--- src/hw/ssw_consts.svh ---
// Purpose: Constants of the switch error, burst and reset register block
// Assumes: 16-bit commands, 24 bits with the check byte appended
// Notes: Functional notes follow
`ifndef SSW_CONSTS_SVH
`define SSW_CONSTS_SVH
`define SSW_ADDR_SWITCH 7'h01
`define SSW_ADDR_CFG 7'h02
`define SSW_ADDR_FLAGS 7'h03
`define SSW_ADDR_BURST 7'h05
`define SSW_ADDR_KEY 7'h0b
`define SSW_RST_ZERO 8'h00
`define SSW_RST_CFG 8'h06
`define SSW_CLEAR_WORD 16'h6ca9
`define SSW_KEY_ARM 8'ha3
`define SSW_KEY_FIRE 8'h05
`define SSW_LEN_PLAIN 5'h10
`define SSW_LEN_CRC 5'h18
`define SSW_DATA_START 5'h08
`define SSW_CRC_POLY 8'h07
`define SSW_FLAG_CRC 0
`define SSW_FLAG_SCLK 1
`define SSW_FLAG_RW 2
`define SSW_BURST_BIT 0
`define SSW_PIN_RST 3'h1
`endif

--- src/hw/ssw_pkg.sv ---
// Purpose: Shared types of the switch register block
// Assumes: Constants come from ssw_consts.svh
// Notes: Action enum drives the command decode
package ssw_pkg;
  typedef logic [7:0] ssw_byte_t;
  typedef enum logic [2:0] {
    SSW_ACT_WRITE,
    SSW_ACT_READ,
    SSW_ACT_CLEAR,
    SSW_ACT_CRC_BAD
  } ssw_act_e;
endpackage

--- src/hw/ssw_pin_if.sv ---
// Purpose: Carries conditioned serial pin events to the register core
// Assumes: Producer runs on sys_clk
// Notes: Edges are one-cycle pulses
`timescale 1ns/1ps
`default_nettype none
interface ssw_pin_if;
  logic cs_act;
  logic sclk_rise;
  logic sclk_fall;
  logic mosi;
  modport sync (output cs_act, output sclk_rise, output sclk_fall,
    output mosi);
  modport core (input cs_act, input sclk_rise, input sclk_fall,
    input mosi);
endinterface
`default_nettype wire

--- src/hw/ssw_pin_sync.sv ---
// Purpose: Three-stage pin conditioning and serial clock edge finding
// Assumes: Pins are asynchronous to sys_clk
// Notes: A level changes only once stages two and three agree
`timescale 1ns/1ps
`default_nettype none
`include "ssw_consts.svh"
module ssw_pin_sync
  import ssw_pkg::*;
(
  // Clock and reset
  input wire logic sys_clk,
  input wire logic rst,
  // Pins
  input wire logic cs_n,
  input wire logic sclk,
  input wire logic sdi,
  // Conditioned events
  ssw_pin_if.sync pins
);
  logic [2:0] raw;
  logic [2:0] s1_ff;
  logic [2:0] s2_ff;
  logic [2:0] s3_ff;
  logic [2:0] lvl_ff;
  logic [2:0] prv_ff;
  // Idle pin levels: select high, clock and data low
  localparam logic [2:0] pin_idle = `SSW_PIN_RST;

  assign raw = {sdi, sclk, cs_n};

  genvar i;
  generate
    for (i = 0; i < 3; i = i + 1) begin : g_pin
      always_ff @(posedge sys_clk) begin
        if (rst) begin
          s1_ff[i] <= pin_idle[i];
          s2_ff[i] <= pin_idle[i];
          s3_ff[i] <= pin_idle[i];
          lvl_ff[i] <= pin_idle[i];
          prv_ff[i] <= pin_idle[i];
        end else begin
          s1_ff[i] <= raw[i];
          s2_ff[i] <= s1_ff[i];
          s3_ff[i] <= s2_ff[i];
          // Agreement filter rejects a single metastable sample
          if (s2_ff[i] == s3_ff[i]) begin
            lvl_ff[i] <= s3_ff[i];
          end
          prv_ff[i] <= lvl_ff[i];
        end
      end
    end
  endgenerate

  assign pins.cs_act = ~lvl_ff[0];
  assign pins.sclk_rise = lvl_ff[1] & ~prv_ff[1];
  assign pins.sclk_fall = ~lvl_ff[1] & prv_ff[1];
  assign pins.mosi = lvl_ff[2];
endmodule // ssw_pin_sync
`default_nettype wire

--- src/hw/ssw_regs.sv ---
// Purpose: Serial command decode with error flags, burst and soft reset
// Assumes: Serial mode 0/3, MSB first, bit 15 set means read
// Notes: Read data leaves on sdo during the low command byte
`timescale 1ns/1ps
`default_nettype none
`include "ssw_consts.svh"
module ssw_regs
  import ssw_pkg::*;
(
  // Clock and reset
  input wire logic sys_clk,
  input wire logic rst,
  // Serial pins
  input wire logic cs_n,
  input wire logic sclk,
  input wire logic sdi,
  output logic sdo,
  output logic sdo_oe,
  // Switch drive
  output logic [3:0] switch_en
);
  ssw_pin_if pins ();
  ssw_pin_sync u_sync (
    .sys_clk(sys_clk),
    .rst(rst),
    .cs_n(cs_n),
    .sclk(sclk),
    .sdi(sdi),
    .pins(pins)
  );

  ////////////////////////////////////////////////////////////////////////
  // Frame assembly
  logic cs_prev_ff, cs_end, boundary, done_ff, more_ff, cnt_ok, pend_ff;
  logic crc_mode_ff, crc_bad_ff, exec, soft_rst, armed_ff, ran_ff;
  logic [23:0] shift_ff, nxt_shift;
  logic [4:0] bit_cnt_ff, frame_len;
  logic [7:0] crc_ff, crc_base, nxt_crc;
  logic [15:0] word_ff;
  logic [2:0] flags_ff;
  ssw_byte_t cfg_ff, burst_ff, key_ff;

  assign cs_end = cs_prev_ff & ~pins.cs_act;
  // Frame length follows the check byte enable
  assign frame_len = cfg_ff[`SSW_FLAG_CRC] ? `SSW_LEN_CRC
    : `SSW_LEN_PLAIN;
  assign boundary = pins.cs_act & pins.sclk_rise
    & (bit_cnt_ff + 5'h01 == frame_len);
  assign nxt_shift = {shift_ff[22:0], pins.mosi};
  assign crc_base = (bit_cnt_ff == 5'h00) ? `SSW_RST_ZERO : crc_ff;
  assign nxt_crc = {crc_base[6:0], 1'b0}
    ^ ((crc_base[7] ^ pins.mosi) ? `SSW_CRC_POLY : `SSW_RST_ZERO);
  // Non-burst frames must be exactly one command long
  assign cnt_ok = done_ff & (bit_cnt_ff == 5'h00)
    & (burst_ff[`SSW_BURST_BIT] | ~more_ff);

  always_ff @(posedge sys_clk) begin
    if (rst || !pins.cs_act) begin
      bit_cnt_ff <= 5'h00;
      shift_ff <= 24'h000000;
      crc_ff <= `SSW_RST_ZERO;
      done_ff <= 1'b0;
      more_ff <= 1'b0;
    end else if (pins.sclk_rise) begin
      shift_ff <= nxt_shift;
      bit_cnt_ff <= boundary ? 5'h00 : bit_cnt_ff + 5'h01;
      if (bit_cnt_ff < `SSW_LEN_PLAIN) begin
        crc_ff <= nxt_crc;
      end
      if (boundary) begin
        done_ff <= 1'b1;
        more_ff <= done_ff;
      end
    end
  end

  // Command capture; the check byte trails the 16-bit word
  always_ff @(posedge sys_clk) begin
    if (rst) begin
      cs_prev_ff <= 1'b0;
      ran_ff <= 1'b0;
      pend_ff <= 1'b0;
      word_ff <= 16'h0000;
      crc_mode_ff <= 1'b0;
      crc_bad_ff <= 1'b0;
    end else begin
      cs_prev_ff <= pins.cs_act;
      // A word acts once even if burst mode is left mid-selection
      ran_ff <= boundary ? 1'b0 : (ran_ff | exec);
      pend_ff <= boundary;
      if (boundary) begin
        crc_mode_ff <= cfg_ff[`SSW_FLAG_CRC];
        word_ff <= cfg_ff[`SSW_FLAG_CRC] ? nxt_shift[23:8]
          : nxt_shift[15:0];
        crc_bad_ff <= nxt_shift[7:0] != crc_ff;
      end
    end
  end

  // Burst acts per command, otherwise only on a well-counted frame
  assign exec = burst_ff[`SSW_BURST_BIT] ? pend_ff
    : (cs_end & cnt_ok & ~ran_ff);

  ////////////////////////////////////////////////////////////////////////
  // Command decode
  ssw_act_e act;
  logic [6:0] addr;
  logic rd_ok, wr_ok, set_rw, set_crc, set_sclk, clr_flags, wr_en;
  assign addr = word_ff[14:8];
  always_comb begin
    if (crc_mode_ff && crc_bad_ff) begin
      act = SSW_ACT_CRC_BAD;
    end else if (word_ff == `SSW_CLEAR_WORD) begin
      act = SSW_ACT_CLEAR;
    end else if (word_ff[15]) begin
      act = SSW_ACT_READ;
    end else begin
      act = SSW_ACT_WRITE;
    end
  end

  always_comb begin
    rd_ok = 1'b1;
    wr_ok = 1'b1;
    if (addr == `SSW_ADDR_FLAGS) begin
      wr_ok = 1'b0;
    end else if (addr != `SSW_ADDR_SWITCH && addr != `SSW_ADDR_CFG
        && addr != `SSW_ADDR_BURST && addr != `SSW_ADDR_KEY) begin
      rd_ok = 1'b0;
      wr_ok = 1'b0;
    end
  end

  always_comb begin
    set_rw = 1'b0;
    set_crc = 1'b0;
    wr_en = 1'b0;
    clr_flags = 1'b0;
    if (exec) begin
      case (act)
        SSW_ACT_CRC_BAD: set_crc = ~word_ff[15];
        SSW_ACT_CLEAR: clr_flags = 1'b1;
        SSW_ACT_READ: set_rw = ~rd_ok;
        default: begin
          set_rw = ~wr_ok;
          wr_en = wr_ok;
        end
      endcase
    end
    set_rw = set_rw & cfg_ff[`SSW_FLAG_RW];
    set_crc = set_crc & cfg_ff[`SSW_FLAG_CRC];
  end

  assign set_sclk = cs_end & ~cnt_ok & cfg_ff[`SSW_FLAG_SCLK];

  ////////////////////////////////////////////////////////////////////////
  // Registers
  assign soft_rst = wr_en & (addr == `SSW_ADDR_KEY) & armed_ff
    & (word_ff[7:0] == `SSW_KEY_FIRE);

  // Key sequence; anything else written breaks it
  always_ff @(posedge sys_clk) begin
    if (rst || soft_rst) begin
      armed_ff <= 1'b0;
    end else if (wr_en) begin
      armed_ff <= (addr == `SSW_ADDR_KEY)
        & (word_ff[7:0] == `SSW_KEY_ARM);
    end
  end

  // Soft reset restores every register default
  always_ff @(posedge sys_clk) begin
    if (rst || soft_rst) begin
      cfg_ff <= `SSW_RST_CFG;
      burst_ff <= `SSW_RST_ZERO;
      key_ff <= `SSW_RST_ZERO;
      switch_en <= 4'h0;
    end else if (wr_en) begin
      if (addr == `SSW_ADDR_CFG) begin
        cfg_ff <= {5'h00, word_ff[2:0]};
      end else if (addr == `SSW_ADDR_BURST) begin
        burst_ff <= {7'h00, word_ff[0]};
      end else if (addr == `SSW_ADDR_KEY) begin
        key_ff <= word_ff[7:0];
      end else if (addr == `SSW_ADDR_SWITCH) begin
        switch_en <= word_ff[3:0];
      end
    end
  end

  // Sticky flags; a new event outranks a same-cycle clear
  always_ff @(posedge sys_clk) begin
    if (rst || soft_rst) begin
      flags_ff <= 3'h0;
    end else begin
      flags_ff <= (clr_flags ? 3'h0 : flags_ff)
        | {set_rw, set_sclk, set_crc};
    end
  end

  ////////////////////////////////////////////////////////////////////////
  // Read return
  ssw_byte_t rd_data, out_ff;
  logic [6:0] rd_addr;
  assign rd_addr = shift_ff[6:0];

  always_comb begin
    if (rd_addr == `SSW_ADDR_FLAGS) begin
      rd_data = {5'h00, flags_ff};
    end else if (rd_addr == `SSW_ADDR_CFG) begin
      rd_data = cfg_ff;
    end else if (rd_addr == `SSW_ADDR_BURST) begin
      rd_data = burst_ff;
    end else if (rd_addr == `SSW_ADDR_KEY) begin
      rd_data = key_ff;
    end else if (rd_addr == `SSW_ADDR_SWITCH) begin
      rd_data = {4'h0, switch_en};
    end else begin
      rd_data = `SSW_RST_ZERO;
    end
  end

  // Data changes on falling edges so the controller samples it rising
  always_ff @(posedge sys_clk) begin
    if (rst || !pins.cs_act) begin
      sdo <= 1'b0;
      sdo_oe <= 1'b0;
      out_ff <= `SSW_RST_ZERO;
    end else begin
      sdo_oe <= 1'b1;
      if (pins.sclk_fall) begin
        if (bit_cnt_ff == `SSW_DATA_START) begin
          sdo <= rd_data[7];
          out_ff <= {rd_data[6:0], 1'b0};
        end else if (bit_cnt_ff > `SSW_DATA_START
            && bit_cnt_ff < `SSW_LEN_PLAIN) begin
          sdo <= out_ff[7];
          out_ff <= {out_ff[6:0], 1'b0};
        end else begin
          sdo <= 1'b0;
        end
      end
    end
  end
endmodule // ssw_regs
`default_nettype wire

--- config.mk ---
export PLATFORM = sky130hd
export DESIGN_NAME = ssw_regs
export DESIGN_NICKNAME = d
export VERILOG_FILES = /design/src/hw/ssw_pkg.sv /design/src/hw/ssw_pin_if.sv /design/src/hw/ssw_pin_sync.sv /design/src/hw/ssw_regs.sv
export VERILOG_INCLUDE_DIRS = /design/src /design/src/hw
export SDC_FILE = /design/constraint.sdc
export NUM_CORES = 1
export LEC_CHECK = 0
export BUFFER_PORTS_ARGS = -buffer_cell sky130_fd_sc_hd__buf_4
export CORE_UTILIZATION = 41
export CTS_BUF_LIST = sky130_fd_sc_hd__clkbuf_8 sky130_fd_sc_hd__clkbuf_16
export DETAILED_ROUTE_END_ITERATION = 10
export HOLD_SLACK_MARGIN = 0.08
export PLACE_DENSITY_LB_ADDON = 0.2
export SETUP_SLACK_MARGIN = 0.4
export SYNTH_ARGS = -nofsm -noshare
export SYNTH_HDL_FRONTEND = slang
export SYNTH_HIERARCHICAL = 1
export SYNTH_SLANG_ARGS = --single-unit
--- constraint.sdc ---
create_clock -name sys_clk -period 5 [get_ports sys_clk]
set_input_delay 0.75 -clock sys_clk [delete_from_list [all_inputs] [get_ports sys_clk]]
set_output_delay 0.75 -clock sys_clk [all_outputs]
set_load 0.05 [all_outputs]
==> run summary, run 1 <==
Final Skew: 7.33 ps
Busiest grt layer: met2
Max_slew headroom: 0.331
Fin area: 4660 sq um
Run status: completed
I/O pins: 11
Max cap viols: 0
Critical path's slowest cell: or4_1
Crit path largest cell delay: 800 ps
Total wire length: 9730 microns
Worst setup EP type: register
Fin nets: 465
Crit-path max FO: 8
Post-CTS setup repair buffer count: 0
Switching fraction of total power: 0.223
Worst reg-to-reg path cell count: 7
Cell count after synthesis: 462
Cell total after placement: 583
Max Clk Rate: 0.355 GHz
Worst r2r src: bit_cnt_ff[0]$_SDFFE_PN0P_
Global-route wire length before repair: 16700 microns
Slew of the pin with the lowest slew margin: 1000 ps
Die width: 105 microns
Hold path cells: 1
Initial core utilization: 0.423
Critical path's top delay family: simple AND/OR/NAND/NOR gates
Hold Crit Class: register to register
Final Instance Count excl. Fillers: 598
Worst-path cell chain: inv_1, ha_1, or4b_4, o41a_1, or4_1, mux2i_1, nor2_1
Fin Setup TNS: 0 ps
P_int: 986 uW
Clock power frac: 0.353
Buffers on Ports: 10
Most common cell after layout, fill and taps aside: dfxtp_1
Clk pin slew, worst setup/hold paths: 90 ps
Period minus WS final: 2820 ps
CTS max path bufs: 2
Syn avg cell area: 9.41 sq um
Power density cells: 273 nW/um^2
Synthesized flop and latch total: 101
Core area: 10300 sq um
Min-Delay Endpoint: u_sync/s2_ff[0]$_SDFF_PP1_
# fillers: 1039
Unrepaired setup endpoints after global routing: no
Req. time, crit path: 5220 ps
Crit Path Class: register to register
Die area: 11000 sq um
Final hold slack: 429 ps
CTS Sinks: 101
Reported net switching power: 283 uW
Resized Gates After CTS: 0
Post-synthesis net count: 469
# H-tree levels: 3
Yosys warns: 6
Dpl cell area: 4500 sq um
P&R area growth vs syn: 7.14%
Clk_lat worst skew: 360 ps
Crit path arrival time: 3040 ps
Vias in the first global route: 3158
DR pass1 iterations: 4
HPWL after DPL: 6690 microns
Avg Vias per Cell: 5.47
Met1 Usage GRT: 0.271
Reg-to-reg slack, setup: 2180 ps
Placer congestion estimate: 0.781
Grt ovf: 0
Drt initial violations: 188
CTS tree: done
Mapped Area: 4350 sq um
Largest net degree at the start of global routing: 41
Initial antenna violation count: 0
Core Rows: 37
Main synth FF type: dfxtp_1
Hold-fix buffers, CTS: 0
Ys async rst share: 0
Post-synth EDFFs: 0
Maximum vdd drop: 0.000124 V
Pins Over Slew Limit: 0
Critical path depth: 7
Power, Total: 1.27 mW
Leakage Power: 1.58 nW
All-layer global routing usage: 0.192
Vias: 3270
M2 GR Usage: 0.295
CTS Root Cell: clkbuf_8
Number of diodes: 0
Layout cell share with drive strength beyond 1: 0.0693
DRC viols: 0
Final Setup Violations: 0
DIE HEIGHT: 105 microns
Most frequent cells in the layout: dfxtp_1, nor2_1, mux2i_1
GR Layer Usage met3: 0.0468
Buf/Inv on CP: 1
Final period util: 0.563
RR Endpoint: key_ff[3]$_SDFFE_PP0P_
Hold path startpoint: u_sync/s1_ff[0]$_SDFF_PP1_
Register area share after synthesis: 0.465
Synth unique cells: 55
Num CTS Buffers: 9
Logic gate share of total power: 0.011
Final ANT Viol Nets: 0
Final Hold Viols: 0
Post-DR wirelength/cell: 16.3 microns
Startpoint types: register
Sequential fraction of design power: 0.636
## metrics by stage
step           utilization  worst slack [ps]
3_3_place_gp         0.438              2210
2_1_floorplan            -              2560
5_1_grt              0.453              1940
4_1_cts              0.453              2180
3_5_place_dp         0.438              2190
6_report             0.453              2180
## sequential cells by signal, summed over array words and instances, names as in the netlist, 4 cells and up
name,count
bit_cnt_ff,5
crc_ff,8
key_ff,8
out_ff,7
shift_ff,23
switch_en,4
word_ff,16
## area by class of cell
| class | count | area [sq um] | share of cell area |
|---|---|---|---|
| multi-input cells | 324 | 2170 | 0.467 |
| flip-flops and latches | 101 | 2020 | 0.434 |
| well taps | 136 | 170 | 0.0365 |
| clock buffers | 9 | 124 | 0.0266 |
| repair buffers | 13 | 97.6 | 0.0210 |
| clock inverters | 6 | 33.8 | 0.00726 |
| inverters | 9 | 33.8 | 0.00726 |
## worst max-delay path by stage
stage | from | endpoint | slack [ps]
floorplan | bit_cnt_ff[0]$_SDFFE_PN0P_ | key_ff[3]$_SDFFE_PP0P_ | 2560
global placement | u_sync/lvl_ff[1]$_SDFFE_PP0N_ | bit_cnt_ff[3]$_SDFFE_PN0P_ | 2210
detailed placement | u_sync/lvl_ff[1]$_SDFFE_PP0N_ | bit_cnt_ff[3]$_SDFFE_PN0P_ | 2190
CTS | u_sync/lvl_ff[1]$_SDFFE_PP0N_ | bit_cnt_ff[3]$_SDFFE_PN0P_ | 2180
global route | u_sync/lvl_ff[1]$_SDFFE_PP0N_ | bit_cnt_ff[3]$_SDFFE_PN0P_ | 1940
finish | bit_cnt_ff[0]$_SDFFE_PN0P_ | key_ff[3]$_SDFFE_PP0P_ | 2180
## metal layers
| layer | vias up | share of wire |
|---|---|---|
| met3 | 8 | 0.029 |
| met2 | 44 | 0.46 |
| li1 | 1653 | - |
| met1 | 1565 | 0.50 |
| met4 | 0 | 0.0086 |
| met5 | - | 0 |
## synth_stat cells, types with 3 or more instances
| master | n | area share |
|---|---|---|
| or2_1 | 3 | 0.0043 |
| a311oi_1 | 4 | 0.0081 |
| nand2b_1 | 5 | 0.0072 |
| dfxtp_1 | 101 | 0.47 |
| mux2i_1 | 58 | 0.13 |
| o21ai_0 | 15 | 0.017 |
| a211oi_1 | 17 | 0.029 |
| a221oi_1 | 5 | 0.010 |
| nor4b_1 | 4 | 0.0081 |
| nand3_1 | 6 | 0.0069 |
| clkbuf_1 | 19 | 0.016 |
| nor2b_1 | 14 | 0.020 |
| nor4_1 | 6 | 0.0086 |
| xor2_1 | 10 | 0.020 |
| nor3b_1 | 3 | 0.0052 |
| a211o_1 | 3 | 0.0060 |
| buf_1 | 5 | 0.0043 |
| nand2_1 | 17 | 0.015 |
| inv_1 | 9 | 0.0078 |
| nor2_1 | 60 | 0.052 |
| a22oi_1 | 8 | 0.014 |
| a21oi_1 | 33 | 0.038 |
| nor3_1 | 10 | 0.012 |
## kinds of logic after synthesis
| kind of cell | share of synthesized area |
|---|---|
| buffers and inverters | 0.0360 |
| muxes | 0.136 |
| DFF | 0.465 |
| xor gates and xnor gates | 0.0242 |
| and+or+nand+nor | 0.177 |
| adders and majority gates | 0.00576 |
| AOI/OAI and AO/OA | 0.156 |
## worst reg2reg max path: cells and delay by family (launching register included)
kind | cells | cell delay (ps)
AO/OA/AOI/OAI | 1 | 470
adder cells (fa/ha/maj) | 1 | 160
buffers and inverters | 1 | 70
flip-flops | 1 | 350
multiplexers | 1 | 260
AND/OR/NAND/NOR | 3 | 1380
## power by group through the flow
| stage | Sequential, mW | Clock (mW) | Combinational (mW) |
|---|---|---|---|
| after floorplan | 0.826 | 0 | 0.00977 |
| after global placement | 0.827 | 0 | 0.0134 |
| after detailed placement | 0.827 | 0 | 0.0136 |
| after CTS | 0.808 | 0.464 | 0.0137 |
| after global routing | 0.809 | 0.499 | 0.0150 |
| final | 0.808 | 0.448 | 0.0135 |
Power figures use the tool's default switching activity.
==> run 2: changes to the inputs <==
- clock period: 5 -> 2.9 ns (I/O delays scaled with it)
==> run 2 against run 1 <==
- clock skew up 6.4 ps
- utilization up 1.6 points
- sequential share of layout area down 1.4 points
- clock power up 140%
- non-clock buffer count up 7
- count of clock-buffer cells in the layout up 1
- cell area up 3.6%
- routed wire length up 1.3%
- global-route usage about the same
- hold slack worse by 180 ps
- critical path type unchanged
==> run summary, run 2 (synthesis gave the netlist of run 1 again) <==
Core area: 10300 sq um (unchanged)
Final period util: 0.826 (was 0.563)
Number of diodes: 0 (unchanged)
Most frequent cells in the layout: dfxtp_1, nor2_1, mux2i_1 (unchanged)
DR pass1 iterations: 4 (unchanged)
Startpoint types: register (unchanged)
Buffers on Ports: 10 (unchanged)
Worst reg-to-reg path cell count: 7 (unchanged)
Global-route wire length before repair: 16500 microns (was 16700 microns)
Run status: completed (unchanged)
Critical path's top delay family: simple AND/OR/NAND/NOR gates (unchanged)
Max_slew headroom: 0.469 (was 0.331)
Hold Crit Class: input pin to register (was register to register)
Worst-path cell chain: inv_1, ha_4, or4b_4, o41a_1, or4_4, mux2i_1, nor2_1 (was inv_1, ha_1, or4b_4, o41a_1, or4_1, mux2i_1, nor2_1)
Drt initial violations: 132 (was 188)
Clk_lat worst skew: 370 ps (was 360 ps)
Die area: 11000 sq um (unchanged)
Final ANT Viol Nets: 0 (unchanged)
All-layer global routing usage: 0.192 (about the same)
CTS tree: done (unchanged)
Switching fraction of total power: 0.197 (was 0.223)
Fin Setup TNS: 0 ps (unchanged)
Worst setup EP type: register (unchanged)
Num CTS Buffers: 9 (unchanged)
Power, Total: 2.48 mW (was 1.27 mW)
RR Endpoint: key_ff[7]$_SDFFE_PP0P_ (was key_ff[3]$_SDFFE_PP0P_)
Crit path largest cell delay: 650 ps (was 800 ps)
Avg Vias per Cell: 5.53 (was 5.47)
Reg-to-reg slack, setup: 500 ps (was 2180 ps)
Die width: 105 microns (unchanged)
Fin area: 4820 sq um (was 4660 sq um)
Final Skew: 13.7 ps (was 7.33 ps)
Final hold slack: 248 ps (was 429 ps)
CTS max path bufs: 2 (unchanged)
Placer congestion estimate: 0.854 (was 0.781)
Power density cells: 513 nW/um^2 (was 273 nW/um^2)
Unrepaired setup endpoints after global routing: no (unchanged)
Max Clk Rate: 0.417 GHz (was 0.355 GHz)
Pins Over Slew Limit: 0 (unchanged)
Largest register FFs: 23 (unchanged)
Grt ovf: 0 (unchanged)
Layout cell share with drive strength beyond 1: 0.104 (was 0.0693)
Clk pin slew, worst setup/hold paths: 100 ps (was 90 ps)
CTS Sinks: 101 (unchanged)
Hold path cells: 2 (was 1)
Req. time, crit path: 3160 ps (was 5220 ps)
CTS Root Cell: clkbuf_8 (unchanged)
# H-tree levels: 3 (unchanged)
P&R area growth vs syn: 11.0% (was 7.14%)
Maximum vdd drop: 0.000228 V (was 0.000124 V)
HPWL after DPL: 6710 microns (was 6690 microns)
Clock power frac: 0.428 (was 0.353)
Most common cell after layout, fill and taps aside: dfxtp_1 (unchanged)
Largest net degree at the start of global routing: 38 (was 41)
Biggest regs: shift_ff (23), word_ff (16) (unchanged)
Reported net switching power: 487 uW (was 283 uW)
Hold path startpoint: cs_n (was u_sync/s1_ff[0]$_SDFF_PP1_)
I/O pins: 11 (unchanged)
Critical path's slowest cell: or4_4 (was or4_1)
Vias in the first global route: 3267 (was 3158)
Crit Path Class: register to register (unchanged)
Largest register by flop count: shift_ff (unchanged)
Crit path arrival time: 2660 ps (was 3040 ps)
Crit-path max FO: 8 (unchanged)
Buf/Inv on CP: 1 (unchanged)
Total wire length: 9860 microns (was 9730 microns)
P_int: 1.99 mW (was 986 uW)
Post-DR wirelength/cell: 16.3 microns (about the same)
DIE HEIGHT: 105 microns (unchanged)
DRC viols: 0 (unchanged)
Fin util: 0.469 (was 0.453)
Final Hold Viols: 0 (unchanged)
Sequential fraction of design power: 0.562 (was 0.636)
Leakage Power: 1.66 nW (was 1.58 nW)
Dpl cell area: 4520 sq um (was 4500 sq um)
Fin nets: 472 (was 465)
Max cap viols: 0 (unchanged)
Logic gate share of total power: 0.010 (was 0.011)
Slew of the pin with the lowest slew margin: 797 ps (was 1000 ps)
Initial antenna violation count: 0 (unchanged)
Hold-fix buffers, CTS: 0 (unchanged)
Min-Delay Endpoint: u_sync/s1_ff[0]$_SDFF_PP1_ (was u_sync/s2_ff[0]$_SDFF_PP1_)
Final Setup Violations: 0 (unchanged)
Period minus WS final: 2400 ps (was 2820 ps)
Core Rows: 37 (unchanged)
Initial core utilization: 0.423 (unchanged)
Vias: 3351 (was 3270)
Worst r2r src: bit_cnt_ff[0]$_SDFFE_PN0P_ (unchanged)
[run 2: worst max-delay path by stage]
| stage | start | to | slack [ps] | cells after the start |
|---|---|---|---|---|
| floorplan | bit_cnt_ff[0]$_SDFFE_PN0P_ | key_ff[3]$_SDFFE_PP0P_ | 460 | 8 |
| global placement | bit_cnt_ff[0]$_SDFFE_PN0P_ | key_ff[6]$_SDFFE_PP0P_ | 210 | 7 |
| detailed placement | bit_cnt_ff[0]$_SDFFE_PN0P_ | key_ff[7]$_SDFFE_PP0P_ | 150 | 7 |
| CTS | bit_cnt_ff[0]$_SDFFE_PN0P_ | key_ff[7]$_SDFFE_PP0P_ | 420 | 7 |
| global route | bit_cnt_ff[0]$_SDFFE_PN0P_ | key_ff[4]$_SDFFE_PP0P_ | 410 | 7 |
| finish | bit_cnt_ff[0]$_SDFFE_PN0P_ | key_ff[7]$_SDFFE_PP0P_ | 500 | 7 |
[run 2: per-stage QoR]
| step | cells | setup slack, ps |
|---|---|---|
| 2_1_floorplan | 462 | 461 |
| 3_3_place_gp | 586 | 211 |
| 3_5_place_dp | 586 | 151 |
| 4_1_cts | 602 | 421 |
| 5_1_grt | 606 | 406 |
| 6_report | 606 | 505 |
[run 2: cell type report]
| class | instances | area (sq um) |
|---|---|---|
| Tap cell | 136 | 170 |
| Clock buffer | 10 | 138 |
| Timing Repair Buffer | 20 | 150 |
| Multi-Input combinational cell | 324 | 2200 |
| Inverter | 9 | 33.8 |
| Fill cell | 977 | 5450 |
| Sequential cell | 101 | 2030 |
| Clock inverter | 6 | 103 |
[run 2: per-layer routing]
layer  part of all wire  vias up  GRT usage
met2               0.47       47      0.310
met3              0.028       11     0.0418
met4              0.013        0     0.0704
met5                  0        -          0
li1                   -     1661          -
met1               0.49     1632      0.250
[run 2: timing repair]
| action | CTS | global route |
|---|---|---|
| setup buffers | 0 | 4 |
| pin swaps | 1 | 4 |
| gates resized for setup | 2 | 10 |
| endpoints found under the setup margin | 19 | 19 |
[run 2: power by group through the flow]
stage	logic [mW]	clock network (mW)	registers [mW]
finish	0.0248	1.06	1.39
global route	0.0276	1.14	1.39
CTS	0.0252	1.08	1.39
detailed placement	0.0251	0	1.43
global placement	0.0242	0	1.43
floorplan	0.0168	0	1.42
[run 2: worst reg2reg max path, cell delays in order (launching register included)]
cell	delay (ps)
dfxtp_4	350
inv_1	80
ha_4	140
or4b_4	480
o41a_1	350
or4_4	650
mux2i_1	200
nor2_1	50
==> run 3: changes to the inputs <==
- clock period: 2.9 -> 2.48 ns (I/O delays scaled with it)
==> run 3 against run 2 <==
- routed wire length grew 2.2%
- via count grew 1.2%
- clock power shrank 13%
- first-iteration DRC count grew 65%
- power grew 4.4%
- sequential cell count is the same
- final cell count grew 2.0%
- maximum frequency grew 6.7%
- non-clock buffer count grew 12
==> run summary, run 3 (synthesis gave the netlist of run 1 again) <==
Largest register by flop count: shift_ff (unchanged)
Final Hold Viols: 0 (unchanged)
Grt ovf: 0 (unchanged)
Placer congestion estimate: 0.829 (was 0.854)
Worst-path cell chain: inv_2, ha_4, or4b_4, o41a_1, or4_4, mux2i_1, nor2_1 (was inv_1, ha_4, or4b_4, o41a_1, or4_4, mux2i_1, nor2_1)
Storage cell area: 2030 sq um (unchanged)
Slew of the pin with the lowest slew margin: 676 ps (was 797 ps)
Cell total after placement: 595 (was 586)
Final period util: 0.905 (was 0.826)
Hold Crit Class: input pin to register (unchanged)
Final Skew: 12.3 ps (was 13.7 ps)
Final Instance Count excl. Fillers: 618 (was 606)
Dpl cell area: 4640 sq um (was 4520 sq um)
M2 GR Usage: 0.316 (was 0.310)
I/O pins: 11 (unchanged)
Vias in the first global route: 3270 (was 3267)
Buffers on Ports: 10 (unchanged)
# H-tree levels: 3 (unchanged)
Max Clk Rate: 0.445 GHz (was 0.417 GHz)
Critical path origin: bit_cnt_ff[1]$_SDFFE_PN0P_ (was bit_cnt_ff[0]$_SDFFE_PN0P_)
Busiest grt layer: met2 (unchanged)
Fin Setup TNS: 0 ps (unchanged)
Die width: 105 microns (unchanged)
Fin util: 0.475 (was 0.469)
Crit path arrival time: 2510 ps (was 2660 ps)
Most frequent cells in the layout: dfxtp_1, nor2_1, mux2i_1 (unchanged)
Final ANT Viol Nets: 0 (unchanged)
Most common cell after layout, fill and taps aside: dfxtp_1 (unchanged)
Total wire length: 10100 microns (was 9860 microns)
Number of diodes: 0 (unchanged)
Crit path largest cell delay: 540 ps (was 650 ps)
Run status: completed (unchanged)
Crit Path Class: register to register (unchanged)
DIE HEIGHT: 105 microns (unchanged)
Leakage Power: 1.70 nW (was 1.66 nW)
Core area: 10300 sq um (unchanged)
Power density cells: 529 nW/um^2 (was 513 nW/um^2)
Fin area: 4880 sq um (was 4820 sq um)
CTS Root Cell: clkbuf_8 (unchanged)
Max cap viols: 0 (unchanged)
Fin nets: 484 (was 472)
HPWL after DPL: 7050 microns (was 6710 microns)
Clk_lat worst skew: 370 ps (about the same)
CTS tree: done (unchanged)
Multi-input gate area: 2230 sq um (was 2200 sq um)
Initial core utilization: 0.423 (unchanged)
Power, Total: 2.59 mW (was 2.48 mW)
All-layer global routing usage: 0.197 (was 0.192)
Critical path's slowest cell: or4_4 (unchanged)
Largest register FFs: 23 (unchanged)
Die area: 11000 sq um (unchanged)
Maximum vdd drop: 0.000213 V (was 0.000228 V)
GR Layer Usage met3: 0.0318 (was 0.0418)
CTS max path bufs: 2 (unchanged)
Core Rows: 37 (unchanged)
Crit-path max FO: 8 (unchanged)
Final Setup Violations: 0 (unchanged)
Biggest regs: shift_ff (23), word_ff (16) (unchanged)
Req. time, crit path: 2750 ps (was 3160 ps)
Layout cell share with drive strength beyond 1: 0.141 (was 0.104)
P&R area growth vs syn: 12.4% (was 11.0%)
Final hold slack: 200 ps (was 248 ps)
Avg Vias per Cell: 5.49 (was 5.53)
Met1 Usage GRT: 0.260 (was 0.250)
Worst r2r src: bit_cnt_ff[1]$_SDFFE_PN0P_ (was bit_cnt_ff[0]$_SDFFE_PN0P_)
Hold path startpoint: cs_n (unchanged)
Vias: 3390 (was 3351)
Final worst slack: 235 ps (was 505 ps)
Largest net degree at the start of global routing: 38 (unchanged)
Unrepaired setup endpoints after global routing: yes (was no)
Post-DR wirelength/cell: 16.3 microns (about the same)
Initial antenna violation count: 0 (unchanged)
Clk pin slew, worst setup/hold paths: 90 ps (was 100 ps)
Period minus WS final: 2250 ps (was 2400 ps)
CTS Sinks: 101 (unchanged)
Num CTS Buffers: 9 (unchanged)
Startpoint types: register (unchanged)
Max_slew headroom: 0.545 (was 0.469)
Pre-CTS setup slack: 7.70 ps (was 151 ps)
Reg-to-reg slack, setup: 230 ps (was 500 ps)
Worst setup EP type: register (unchanged)
Global-route wire length before repair: 16900 microns (was 16500 microns)
Pins Over Slew Limit: 0 (unchanged)
DR pass1 iterations: 4 (unchanged)
# fillers: 1003 (was 977)
DRC viols: 0 (unchanged)
Drt initial violations: 218 (was 132)
## run 3: final timing paths
kind | cells past startpoint | to
max reg2reg | 7 | key_ff[4]$_SDFFE_PP0P_
min reg2reg | 1 | u_sync/s2_ff[0]$_SDFF_PP1_
min | 2 | u_sync/s1_ff[0]$_SDFF_PP1_
max | 7 | key_ff[4]$_SDFFE_PP0P_
## run 3: power by group
| group | internal, mW | switching, mW | leakage, nW | total [mW] |
|---|---|---|---|---|
| Combinational | 0.0145 | 0.0185 | 0.797 | 0.0330 |
| Sequential | 1.63 | 0.00237 | 0.816 | 1.63 |
| Clock | 0.360 | 0.565 | 0.0866 | 0.925 |
## run 3: worst max-delay path, delay by kind of cell (launching register included)
family                   cells  cell delay, ps
adder cells (fa/ha/maj)      1             130
AO/OA/AOI/OAI                1             360
AND/OR/NAND/NOR              3            1050
multiplexers                 1             200
flip-flops                   1             340
buffers and inverters        1              60
## run 3: metal layers
metal / part of all wire / vias up
met3: 0.025 / 14
met2: 0.47 / 34
met1: 0.48 / 1637
met4: 0.017 / 0
met5: 0 / -
li1: - / 1705
## run 3: layout make-up
class | instances | share of cell area
Clock inverter | 7 | 0.00871
Inverter | 9 | 0.00692
Clock buffer | 9 | 0.0254
Sequential cell | 101 | 0.415
Tap cell | 136 | 0.0348
Timing Repair Buffer | 32 | 0.0517
Multi-Input combinational cell | 324 | 0.457
## run 3: repair_timing
item	4_1_cts	5_1_grt
hold buffers	0	0
resized for setup	2	5
endpoints found under the setup margin	19	43
pin swaps	1	0
buffers inserted	6	1
hold endpoints to repair	0	0
